<file path="src/hw/refclk_div_pkg.sv">
// package: register map, reset values and types of the reference clock divider block
package refclk_div_pkg;

  // divider geometry
  localparam int DIV_W = 10;
  localparam int DIV_N = 6;

  typedef logic [DIV_W-1:0]            div_val_t;
  typedef logic [DIV_N-1:0][DIV_W-1:0] div_array_t;

  // divider slots inside a divider set
  localparam logic [2:0] DIV_GP_TIMER   = 3'h0;
  localparam logic [2:0] DIV_IDLE_VCO   = 3'h1;
  localparam logic [2:0] DIV_REF        = 3'h2;
  localparam logic [2:0] DIV_PLL        = 3'h3;
  localparam logic [2:0] DIV_ACTIVE_VCO = 3'h4;
  localparam logic [2:0] DIV_CONVERTER  = 3'h5;
  localparam int         DIV_CORE_LO    = 2;

  // values after reset, correct for a 6.144 MHz reference
  localparam div_val_t RST_GP_TIMER   = 10'h018;
  localparam div_val_t RST_IDLE_VCO   = 10'h088;
  localparam div_val_t RST_REF        = 10'h040;
  localparam div_val_t RST_PLL        = 10'h200;
  localparam div_val_t RST_ACTIVE_VCO = 10'h140;
  localparam div_val_t RST_CONVERTER  = 10'h008;
  localparam div_array_t DIV_RESET = {RST_CONVERTER, RST_ACTIVE_VCO, RST_PLL,
                                      RST_REF, RST_IDLE_VCO, RST_GP_TIMER};

  // byte addresses on the register bus
  localparam int         ADDR_W                  = 8;
  localparam logic [7:0] ADDR_GP_TIMER           = 8'h00;
  localparam logic [7:0] ADDR_IDLE_VCO           = 8'h04;
  localparam logic [7:0] ADDR_REF                = 8'h08;
  localparam logic [7:0] ADDR_PLL                = 8'h0C;
  localparam logic [7:0] ADDR_ACTIVE_VCO         = 8'h10;
  localparam logic [7:0] ADDR_CONVERTER          = 8'h14;
  localparam logic [7:0] ADDR_MODE               = 8'h18;
  localparam logic [7:0] ADDR_STATUS             = 8'h1C;

  // status register fields
  localparam int STAT_MODE_LSB  = 0;
  localparam int STAT_PEND_BIT  = 2;

  // operating mode
  typedef enum logic [1:0] {MODE_IDLE, MODE_RX, MODE_TX} op_mode_t;

  // whole state of the configuration block
  typedef struct packed {
    div_array_t  staged;
    div_array_t  applied;
    op_mode_t    mode;
    logic        pready;
    logic        pslverr;
    logic [31:0] prdata;
  } cfg_state_t;

endpackage : refclk_div_pkg

</file>
<file path="src/hw/refclk_div_cfg.sv">
// module: divider configuration registers with apb slave and staged application
`timescale 1ns/1ps

module refclk_div_cfg
(
  // clock and reset
  input  wire logic                             pclk,
  input  wire logic                             presetn,
  // apb slave
  input  wire logic                             psel,
  input  wire logic                             penable,
  input  wire logic                             pwrite,
  input  wire logic [refclk_div_pkg::ADDR_W-1:0] paddr,
  input  wire logic [31:0]                      pwdata,
  output logic      [31:0]                      prdata,
  output logic                                  pready,
  output logic                                  pslverr,
  // divider settings in force and operating mode
  output refclk_div_pkg::div_array_t            div_applied,
  output refclk_div_pkg::op_mode_t              op_mode
);
  import refclk_div_pkg::*;

  cfg_state_t st_r;
  cfg_state_t st_nxt;
  logic       setup_acc;
  logic       write_acc;
  logic       core_pending;
  logic [2:0] div_idx;
  logic       div_hit;

  assign setup_acc    = psel && penable && !st_r.pready;
  assign write_acc    = psel && penable && st_r.pready && pwrite && !st_r.pslverr;
  assign div_idx      = paddr[4:2];
  assign div_hit      = (paddr[1:0] == 2'h0) && (paddr <= ADDR_CONVERTER);
  assign core_pending = st_r.staged[DIV_N-1:DIV_CORE_LO] != st_r.applied[DIV_N-1:DIV_CORE_LO];

  always_comb
  begin
    op_mode_t new_mode;
    new_mode = op_mode_t'(pwdata[1:0]);
    st_nxt = st_r;
    st_nxt.pready = 1'b0;
    // answer decode, one wait state into the access phase
    if (setup_acc)
    begin
      st_nxt.pready  = 1'b1;
      st_nxt.pslverr = 1'b0;
      st_nxt.prdata  = 32'h0000_0000;
      if (div_hit)
      begin
        st_nxt.prdata[DIV_W-1:0] = st_r.applied[div_idx];
      end
      else if (paddr == ADDR_MODE)
      begin
        st_nxt.prdata[1:0] = st_r.mode;
        st_nxt.pslverr     = pwrite && (pwdata[1:0] == 2'h3);
      end
      else if (paddr == ADDR_STATUS)
      begin
        st_nxt.prdata[STAT_MODE_LSB +: 2] = st_r.mode;
        st_nxt.prdata[STAT_PEND_BIT]      = core_pending;
        st_nxt.pslverr                    = pwrite;
      end
      else
      begin
        st_nxt.pslverr = 1'b1;
      end
    end
    // writes take effect at the edge that completes the transfer
    if (write_acc)
    begin
      if (div_hit)
      begin
        st_nxt.staged[div_idx] = pwdata[DIV_W-1:0];
        if (div_idx == DIV_IDLE_VCO)
        begin
          st_nxt.applied[DIV_GP_TIMER] = st_r.staged[DIV_GP_TIMER];
          st_nxt.applied[DIV_IDLE_VCO] = pwdata[DIV_W-1:0];
        end
      end
      else if (paddr == ADDR_MODE)
      begin
        st_nxt.mode = new_mode;
        if ((new_mode != st_r.mode) && (new_mode != MODE_IDLE))
        begin
          st_nxt.applied[DIV_N-1:DIV_CORE_LO] = st_r.staged[DIV_N-1:DIV_CORE_LO];
        end
      end
    end
  end

  always_ff @(posedge pclk or negedge presetn)
  begin
    if (!presetn)
    begin
      st_r.staged  <= DIV_RESET;
      st_r.applied <= DIV_RESET;
      st_r.mode    <= MODE_IDLE;
      st_r.pready  <= 1'b0;
      st_r.pslverr <= 1'b0;
      st_r.prdata  <= 32'h0000_0000;
    end
    else
    begin
      st_r <= st_nxt;
    end
  end

  assign prdata      = st_r.prdata;
  assign pready      = st_r.pready;
  assign pslverr     = st_r.pslverr;
  assign div_applied = st_r.applied;
  assign op_mode     = st_r.mode;

  // checks
  logic booted_r;

  always_ff @(posedge pclk or negedge presetn)
  begin
    if (!presetn)
    begin
      booted_r <= 1'b0;
    end
    else
    begin
      booted_r <= 1'b1;
    end
  end

  // per divider slot
  for (genvar g = 0; g < DIV_N; g++)
  begin : per_div

    if (g == DIV_IDLE_VCO)
    begin : idle_slot

    end
    else
    begin : other_slot

    end
  end
endmodule : refclk_div_cfg

</file>
<file path="config.mk">
export PLATFORM = sky130hd
export DESIGN_NAME = refclk_div_cfg
export DESIGN_NICKNAME = d
export VERILOG_FILES = /design/src/hw/refclk_div_pkg.sv /design/src/hw/refclk_div_cfg.sv
export SDC_FILE = /design/constraint.sdc
export NUM_CORES = 1
export LEC_CHECK = 0
export BUFFER_PORTS_ARGS = -buffer_cell sky130_fd_sc_hd__buf_2
export CELL_PAD_IN_SITES_DETAIL_PLACEMENT = 0
export CELL_PAD_IN_SITES_GLOBAL_PLACEMENT = 1
export CORE_MARGIN = 5
export CORE_UTILIZATION = 44
export CTS_CLUSTER_SIZE = 25
export DETAILED_ROUTE_END_ITERATION = 8
export PLACE_DENSITY = 0.91
export SLEW_MARGIN = 5
export SYNTH_ARGS = -nofsm -noshare
export SYNTH_HDL_FRONTEND = slang
export SYNTH_SLANG_ARGS = --single-unit
</file>
<file path="constraint.sdc">
create_clock -name pclk -period 2.55 [get_ports pclk]
set_input_delay 0.51 -clock pclk [delete_from_list [all_inputs] [get_ports pclk]]
set_output_delay 0.51 -clock pclk [all_outputs]
set_load 0.02 [all_outputs]
</file>
# Yosys cells after proc, flatten, opt, wreduce, memory -nomap -nowiden
# Cells that the tools add are included.
# op_classes
add_sub_neg,0
multipliers,0
n_div,0
order_cmp,3
eq_ne,6
shift,0
muxes,14
bitwise,1
n_reduce_logical,17
# op_table
operator,n
bitwise mux 60 bit,1
!= test 40 bit,1
two-way mux 34 bit,1
binary-select mux 10 bit (select 3 bit),1
demux 10 bit (select 3 bit),1
two-way mux 10 bit,2
"== test 8 x 5 -> 1 bit, second input constant",2
logical AND 1 bit,9
"<= comparator 8 x 5 -> 1 bit, second input constant",1
two-way mux 7 bit,1
two-way mux 3 bit,2
AND reduction 3 bit,2
"< comparator 3 x 4 -> 1 bit, second input constant",1
two-way mux 1 bit,4
AND reduction 4 bit,1
"== test 3 x 1 -> 1 bit, second input constant",1
">= comparator 3 x 1 -> 1 bit, second input constant",1
"== test 2 bit, second input constant",1
zero test 1 bit,2
zero test 2 bit,1
two-way mux 2 bit,1
!= test 2 bit,1
AND reduction 2 bit,1
nonzero test 2 bit,1
NOT 1 bit,1
# totals
reg_bits,134
latchBits,0
ram_bits,0
mem_bits_ro,0
inputBits,45
wordCells,57
mem_count,0

# Depth between registers and ports, before layout
# Gate-level depths: netlist of run 1.
# depth
word_depth,5
mapped_depth,8

# Worst setup path before layout of run 1
# OpenSTA, ideal clock, no wires.
# synth_timing
path_type,input-to-reg
from,in paddr[0] (netlist bit)
to,reg st_r (netlist bit div_applied[20])
setup_ns,0.125
arrival_time_ns,2.787
t_required_ns,2.425
path_slack_ns,-0.362
path_stages,8
path_buffers,3
path_cell_list,or4_1 -> or4_1 -> buf_2 -> or3_4 -> or2_1 -> buf_6 -> buf_12 -> mux2_4
# synth_via
elab_chain_cells,4
elab_cells_between_ends,6
# synth_lines
element,line,rtl
start: declaration,refclk_div_cfg.sv:13,"input wire logic [refclk_div_pkg::ADDR_W-1:0] paddr,"
<= comparator 8 x 5 -> 1 bit / zero test 2 bit (equally long branches),refclk_div_cfg.sv:35,assign div_hit = (paddr[1:0] == 2'h0) && (paddr <= ADDR_CONVERTER);
logical AND 1 bit,refclk_div_cfg.sv:35,
NOT 1 bit (no line),n/a,
AND reduction 4 bit (no line) (*),n/a,
end signal: assignment,refclk_div_cfg.sv:106,st_r <= st_nxt;
end: declaration,refclk_div_cfg.sv:24,cfg_state_t st_r;
# Every way passes the cells marked *; elsewhere a longest branch is shown, timed or not.
# A chain may end at the register's enable or synchronous reset.

# Worst setup path after layout of run 1
# layout_timing
from,in paddr[0] (netlist bit)
to,reg st_r (netlist bit div_applied[31])
# Same word-level chain as after synthesis.

==> summary.md, run 1 <==
| Metric | Value |
|---|---|
| GR Overflow Total | `0` |
| Final count of pins violating max slew | `0` |
| Fin cells | `738` |
| Final Critical Period | `2480 ps` |
| Pleak | `3.82 nW` |
| Clock buffer count from CTS | `17` |
| Ys Warns | `0` |
| TritonCTS Sinks | `124` |
| Worst R2R Setup Slack | `370 ps` |
| Total wire length | `15200 um` |
| Slew margin rel. | `59.6%` |
| Drt pass-1 iters | `4` |
| Post-synth EDFFs | `0` |
| RSZ-0062 raised after global routing | `false` |
| Inserted Diodes | `0` |
| Core region area | `14600 um^2` |
| Busiest grt layer | `met2` |
| Initial Util | `45.0%` |
| Min Hold Slack | `95.9 ps` |
| Ys flop type | `dfrtp_1` |
| Setup bufs post-CTS | `0` |
| Peak supply drop | `0.000468 V` |
| Achievable clock frequency | `403 MHz` |
| WL/cell | `20.6 um` |
| Synth cell types | `39` |
| Detailed Place HPWL | `11000 um` |
| Synthesized flop and latch total | `124` |
| Drt via density | `5.25` |
| Power Dens Cells | `621 nW/um^2` |
| DR DRC count | `0` |
| Asr flop ratio synth | `100%` |
| Port Buffers | `96` |
| Routing usage on met2 | `28.6%` |
| Mapped Cells | `493` |
| Worst-Skew Late Latency | `420 ps` |
| Fin nets | `586` |
| Final core utilization | `50.7%` |
| Critical-path maximum fanout | `17` |
| Crit-path slowest cell | `or4_4` |
| Row count | `44` |
| Commonest non-fill, non-tap cell in the layout | `dfrtp_1` |
| Syn_area_per_cell | `13.3 um^2` |
| Final Power | `4.60 mW` |
| M1 GR Usage | `21.8%` |
| Total number of vias | `3874` |
| First-pass GRT wire length | `24300 um` |
| Place WS | `-436 ps` |
| DRT iter0 DRCs | `200` |
| Clk root buf | `clkbuf_16` |
| Seq/Total Area, Yosys | `47.6%` |
| Vias in the first global route | `4316` |
| Io pins | `141` |
| Largest net degree at the start of global routing | `45` |
| ANT nets after route | `0` |
| Kind of critical path | `input pin to flop` |
| CTS Buffer Depth | `2` |
| Fin. Hold Viols | `0` |
| Worst-margin pin slew | `607 ps` |
| Outcome | `finished clean` |
| Cell with the most instances on the worst path | `or4_4` |
| Placed cell count | `705` |
| Die width | `132 um` |
| Min-Delay Path Class | `input pin to async pin` |
| Max-cap viol count | `0` |
| CTS H-tree depth | `4` |
| Area delta synth->final | `12.8%` |
| Commonest cells after routing, fill and taps aside | `108 x dfrtp_1, 95 x buf_2, 67 x mux2_2, 40 x mux2_4, 40 x xnor2_1` |
| Initial antenna violation count | `0` |
| Met3 Usage GRT | `6.79%` |
| Worst Setup End Kind | `flop` |
| Crit share post-route | `97.4%` |
| Setup ws final | `66.0 ps` |
| Worst-path cell chain | `buf_2 -> or4_4 -> or4_4 -> or3_4 -> or2_4 -> buf_12 -> mux2_4` |
| Slowest stage delay, CP | `530 ps` |
| Startpoint types | `input pin` |
| CTS tree | `done` |
| RD Place Congestion | `0.794` |
| Clock Skews | `9.70 ps` |
| Die Ht | `132 um` |
| Synthesized cell area | `6560 um^2` |
| Tot GR Track Use | `17.8%` |
| Fraction of layout cells with a size suffix above 1 | `53.2%` |
| Setup-failing EPs final | `0` |
| Worst EP required | `2840 ps` |
| Die footprint | `17500 um^2` |
| Clk pin slew, worst setup/hold paths | `50 ps` |
| Arr. time, crit path | `2780 ps` |
-- where the power goes --
group	internal, mW	total (mW)	switching [mW]
clock	1.61	2.44	0.826
sequential	1.98	1.98	0.00236
combinational	0.0459	0.178	0.132
total	3.64	4.60	0.961
-- worst paths after layout --
path	endpoint	startpoint	depth (start not counted)
max	div_applied[31]	paddr[0]	7
min	div_applied[18]	presetn	1
min in group pclk	st_r[130]	pwdata[4]	2
max in group asynchronous	st_r[99]	presetn	2
max reg2reg	div_applied[31]	pslverr	5
min reg2reg	prdata[0]	prdata[0]	2
-- area by class of cell --
type                       count  area [um^2]
clock buffer                  26          529
timing repair buffer         123          768
tap                          184          230
clock inverter                 6         82.6
fill                        1201         7190
multi-input combinational    271         2650
inverter                       4         15.0
sequential                   124         3120
-- sequential cells by signal, indices dropped and copies added, names as in the netlist --
name	cells
div_applied	60
st_r	50
prdata	10
op_mode	2
pready	1
pslverr	1
-- through the flow --
step	area, um^2	setup TNS, ps
after floorplan	6660	-18420
after global placement	6760	-29700
after detailed placement	6760	-30550
after CTS	7400	0
after global routing	7400	0
final	7400	0
-- worst max-delay path: cells and delay by family --
kind,cells,cell delay [ps]
buffers and inverters,2,280
multiplexers,1,300
AND/OR/NAND/NOR,4,1670
-- kinds of logic after synthesis --
family / after synthesis / share of synthesized area, %
compound gates: 27 / 2.57
other cells: 1 / 0.0571
xor+xnor: 40 / 5.34
buf+inv: 119 / 13.4
mux: 134 / 26.8
simple gates: 48 / 4.25
flops: 124 / 47.6
-- Yosys cell counts (all sizes together), types with 2 or more instances --
cell type  number  area share, %
buf           105             13
clkbuf         10           0.61
dfrtp         108             41
o21ai          14            1.1
and3            2           0.19
a21oi           2           0.15
dfstp          16            6.4
nand4          12            1.1
nor4            4           0.57
mux2i          12            1.8
mux2          112             22
xnor2          40            5.3
inv             4           0.23
mux4           10            3.4
nor2            5           0.29
a22o            6           0.80
nand2          15           0.86
or2             2           0.19
a31oi           2           0.19
or4             2           0.23
-- per-layer routing --
layer	wire, um	share of wire [%]
met1	6410	42
met2	7340	48
met3	1140	7.5
met4	289	1.9
met5	0	0
-- what timing repair did --
action | 4_1_cts | 5_1_grt
endpoints found under the setup margin | 7 | 0
gates resized for setup | 2 | 0
hold buffers | 0 | 0
Note: power is estimated with default switching activity, not from simulation.
==> run 2: changes to the inputs <==
CORE_ASPECT_RATIO = 1.4   (was unset)
==> run 2 against run 1 <==
Sequential share of layout area increased by 0.44 points. Combinational power fell by 2%. Cell area decreased by 1.0%. Clock skew shrank 4.8 ps. Register-to-register slack about the same. Largest power group unchanged. Critical path type unchanged. Worst setup slack worse by 2.4 ps. Clock power fell by 3%.
==> summary.md, run 2 (synthesized netlist as in run 1, its figures left out) <==
| Metric | Value |
|---|---|
| Final count of pins violating max slew | `0 (unchanged)` |
| Die Ht | `155 um (+17%)` |
| Row count | `52 (+18%)` |
| Io pins | `141 (unchanged)` |
| Clk pwr share | `52.3% (-0.8 points)` |
| Internal power | `3.56 mW (-2.0%)` |
| Initial antenna violation count | `0 (unchanged)` |
| Tot GR Track Use | `17.3% (-0.49 points)` |
| Clk pin slew, worst setup/hold paths | `50 ps (about the same)` |
| Power Dens Cells | `616 nW/um^2 (-0.89%)` |
| Critical R2R Launch | `pslverr` |
| Critical path endpoint | `div_applied[20]` |
| Worst-path cell chain | `buf_2 -> or4_4 -> or4_4 -> or3_4 -> or2_4 -> buf_12 -> mux2_4` |
| Startpoint types | `input pin` |
| Outcome | `finished clean` |
| Fin nets | `581 (-0.85%)` |
| Fin. Hold Viols | `0 (unchanged)` |
| P_sw | `0.947 mW (-1.4%)` |
| Place WS | `-427 ps (+9.07 ps)` |
| Worst-Skew Late Latency | `410 ps (about the same)` |
| Family with the most delay on the worst path | `simple AND/OR/NAND/NOR gates` |
| CTS Buffer Depth | `2 (unchanged)` |
| Clock buffer count from CTS | `17 (unchanged)` |
| Vias in the first global route | `4134 (-4.2%)` |
| Switching part of the total | `21.0% (+0.11 points)` |
| Min-Delay Path Class | `input pin to async pin` |
| Total wire length | `14700 um (-3.3%)` |
| Crit-path slowest cell | `or4_4` |
| Setup bufs post-CTS | `0 (unchanged)` |
| Detailed Place HPWL | `10700 um (-2.0%)` |
| WL met2 | `7490 um (+2.1%)` |
| GR Overflow Total | `0 (unchanged)` |
| TritonCTS Sinks | `124 (unchanged)` |
| Clk root buf | `clkbuf_16` |
| Largest net degree at the start of global routing | `50 (+11%)` |
| Peak supply drop | `0.000327 V (-30%)` |
| Dpl cell area | `6720 um^2 (-0.54%)` |
| Worst EP required | `2840 ps (about the same)` |
| Slowest stage delay, CP | `530 ps (about the same)` |
| Total number of vias | `3786 (-2.3%)` |
| DR top layer | `met4` |
| Layout fillers | `1255 (+4.5%)` |
| ANT nets after route | `0 (unchanged)` |
| Start point of the critical path | `paddr[0]` |
| DR DRC count | `0 (unchanged)` |
| Fraction of layout cells with a size suffix above 1 | `52.8% (-0.43 points)` |
| Worst-margin pin slew | `606 ps (-0.485 ps)` |
| Worst R2R Setup Slack | `370 ps (about the same)` |
| Core region area | `14600 um^2 (-0.10%)` |
| Final Power | `4.51 mW (-1.9%)` |
| Achievable clock frequency | `402 MHz (about the same)` |
| Number of flip-flops in the largest register | `60 (unchanged)` |
| Kind of critical path | `input pin to flop` |
| Worst Setup End Kind | `flop` |
| Drt pass-1 iters | `4 (unchanged)` |
| Cell with the most instances on the worst path | `or4_4` |
| Initial Util | `45.0% (+0.046 points)` |
| R2R depth | `5 (unchanged)` |
| RD Place Congestion | `0.792 (-0.29%)` |
| Setup ws final | `63.6 ps (-2.40 ps)` |
| Max-cap viol count | `0 (unchanged)` |
| Setup-failing EPs final | `0 (unchanged)` |
| Port Buffers | `96 (unchanged)` |
| R2r endpoint | `div_applied[20]` |
| CTS tree | `done` |
| Final Critical Period | `2490 ps (+2.40 ps)` |
| Bufs and invs on worst path | `2 (unchanged)` |
| Met1 wire length | `5790 um (-9.6%)` |
| Post-route cell area | `7330 um^2 (-1.0%)` |
| WL/cell | `19.9 um (-3.3%)` |
| Die footprint | `17500 um^2 (+0.20%)` |
| Commonest non-fill, non-tap cell in the layout | `dfrtp_1` |
| Die width | `113 um (-14%)` |
| Crit share post-route | `97.5% (about the same)` |
| First-pass GRT wire length | `23200 um (-4.7%)` |
| Pleak | `3.77 nW (-1.1%)` |
| Critical-path maximum fanout | `22 (+5)` |
| RSZ-0062 raised after global routing | `false` |
| WP depth | `7 (unchanged)` |
| WL met3 | `951 um (-17%)` |
| Drt via density | `5.13 (-2.3%)` |
| Comb pwr share | `3.8% (about the same)` |
| Inserted Diodes | `0 (unchanged)` |
| Commonest cells after routing, fill and taps aside | `108 x dfrtp_1, 95 x buf_2, 67 x mux2_2, 40 x mux2_4, 40 x xnor2_1` |
| CTS H-tree depth | `4 (unchanged)` |
| Clock Skews | `4.94 ps (-4.76 ps)` |
| Slew margin rel. | `59.6% (about the same)` |
| Arr. time, crit path | `2780 ps (about the same)` |
| Area delta synth->final | `11.6%` |
| DRT iter0 DRCs | `172 (-14%)` |
| Sequential Power Share | `43.9% (+0.9 points)` |
[run 2: worst min-delay path by stage]
stage          slack [ps]             end
3_5_place_dp          480       prdata[0]
3_3_place_gp          470       prdata[0]
4_1_cts               120       st_r[104]
2_1_floorplan         210  div_applied[0]
6_report              120       st_r[104]
5_1_grt               140       st_r[104]
[run 2: cell type report]
type	count	area [um^2]	area share (%)
Clock buffer	27	543	7.41
Clock inverter	5	52.6	0.717
Inverter	4	15.0	0.205
Multi-Input combinational cell	271	2650	36.2
Sequential cell	124	3120	42.6
Tap cell	189	236	3.23
Timing Repair Buffer	118	702	9.58
[run 2: power groups by stage]
stage	clock network [mW]	logic (mW)	registers, mW
6_report	2.36	0.174	1.98
5_1_grt	2.48	0.191	1.98
4_1_cts	2.40	0.175	1.98
2_1_floorplan	0	0.107	2.01
3_3_place_gp	0	0.170	2.01
3_5_place_dp	0	0.175	2.01
[run 2: per-layer routing]
metal / vias to the layer above / global-route usage [%]
li1: 1696 / -
met1: 1934 / 20.2
met2: 134 / 29.1
met3: 22 / 5.43
met4: 0 / 7.50
met5: - / 0
[run 2: stage by stage]
stage          utilization, %  instances  hold slack, ps  TNS [ps]
5_1_grt                  50.3        738             141         0
2_1_floorplan               -        514             214    -18420
3_3_place_gp             46.1        706             467    -30030
6_report                 50.3        738             115         0
4_1_cts                  50.2        738             121         0
3_5_place_dp             46.1        706             483    -31400
[run 2: repair_timing]
item                       4_1_cts  5_1_grt
hold buffers                     0        0
cloned                           0        0
setup endpoints to repair        7        2
resized for setup                1        1
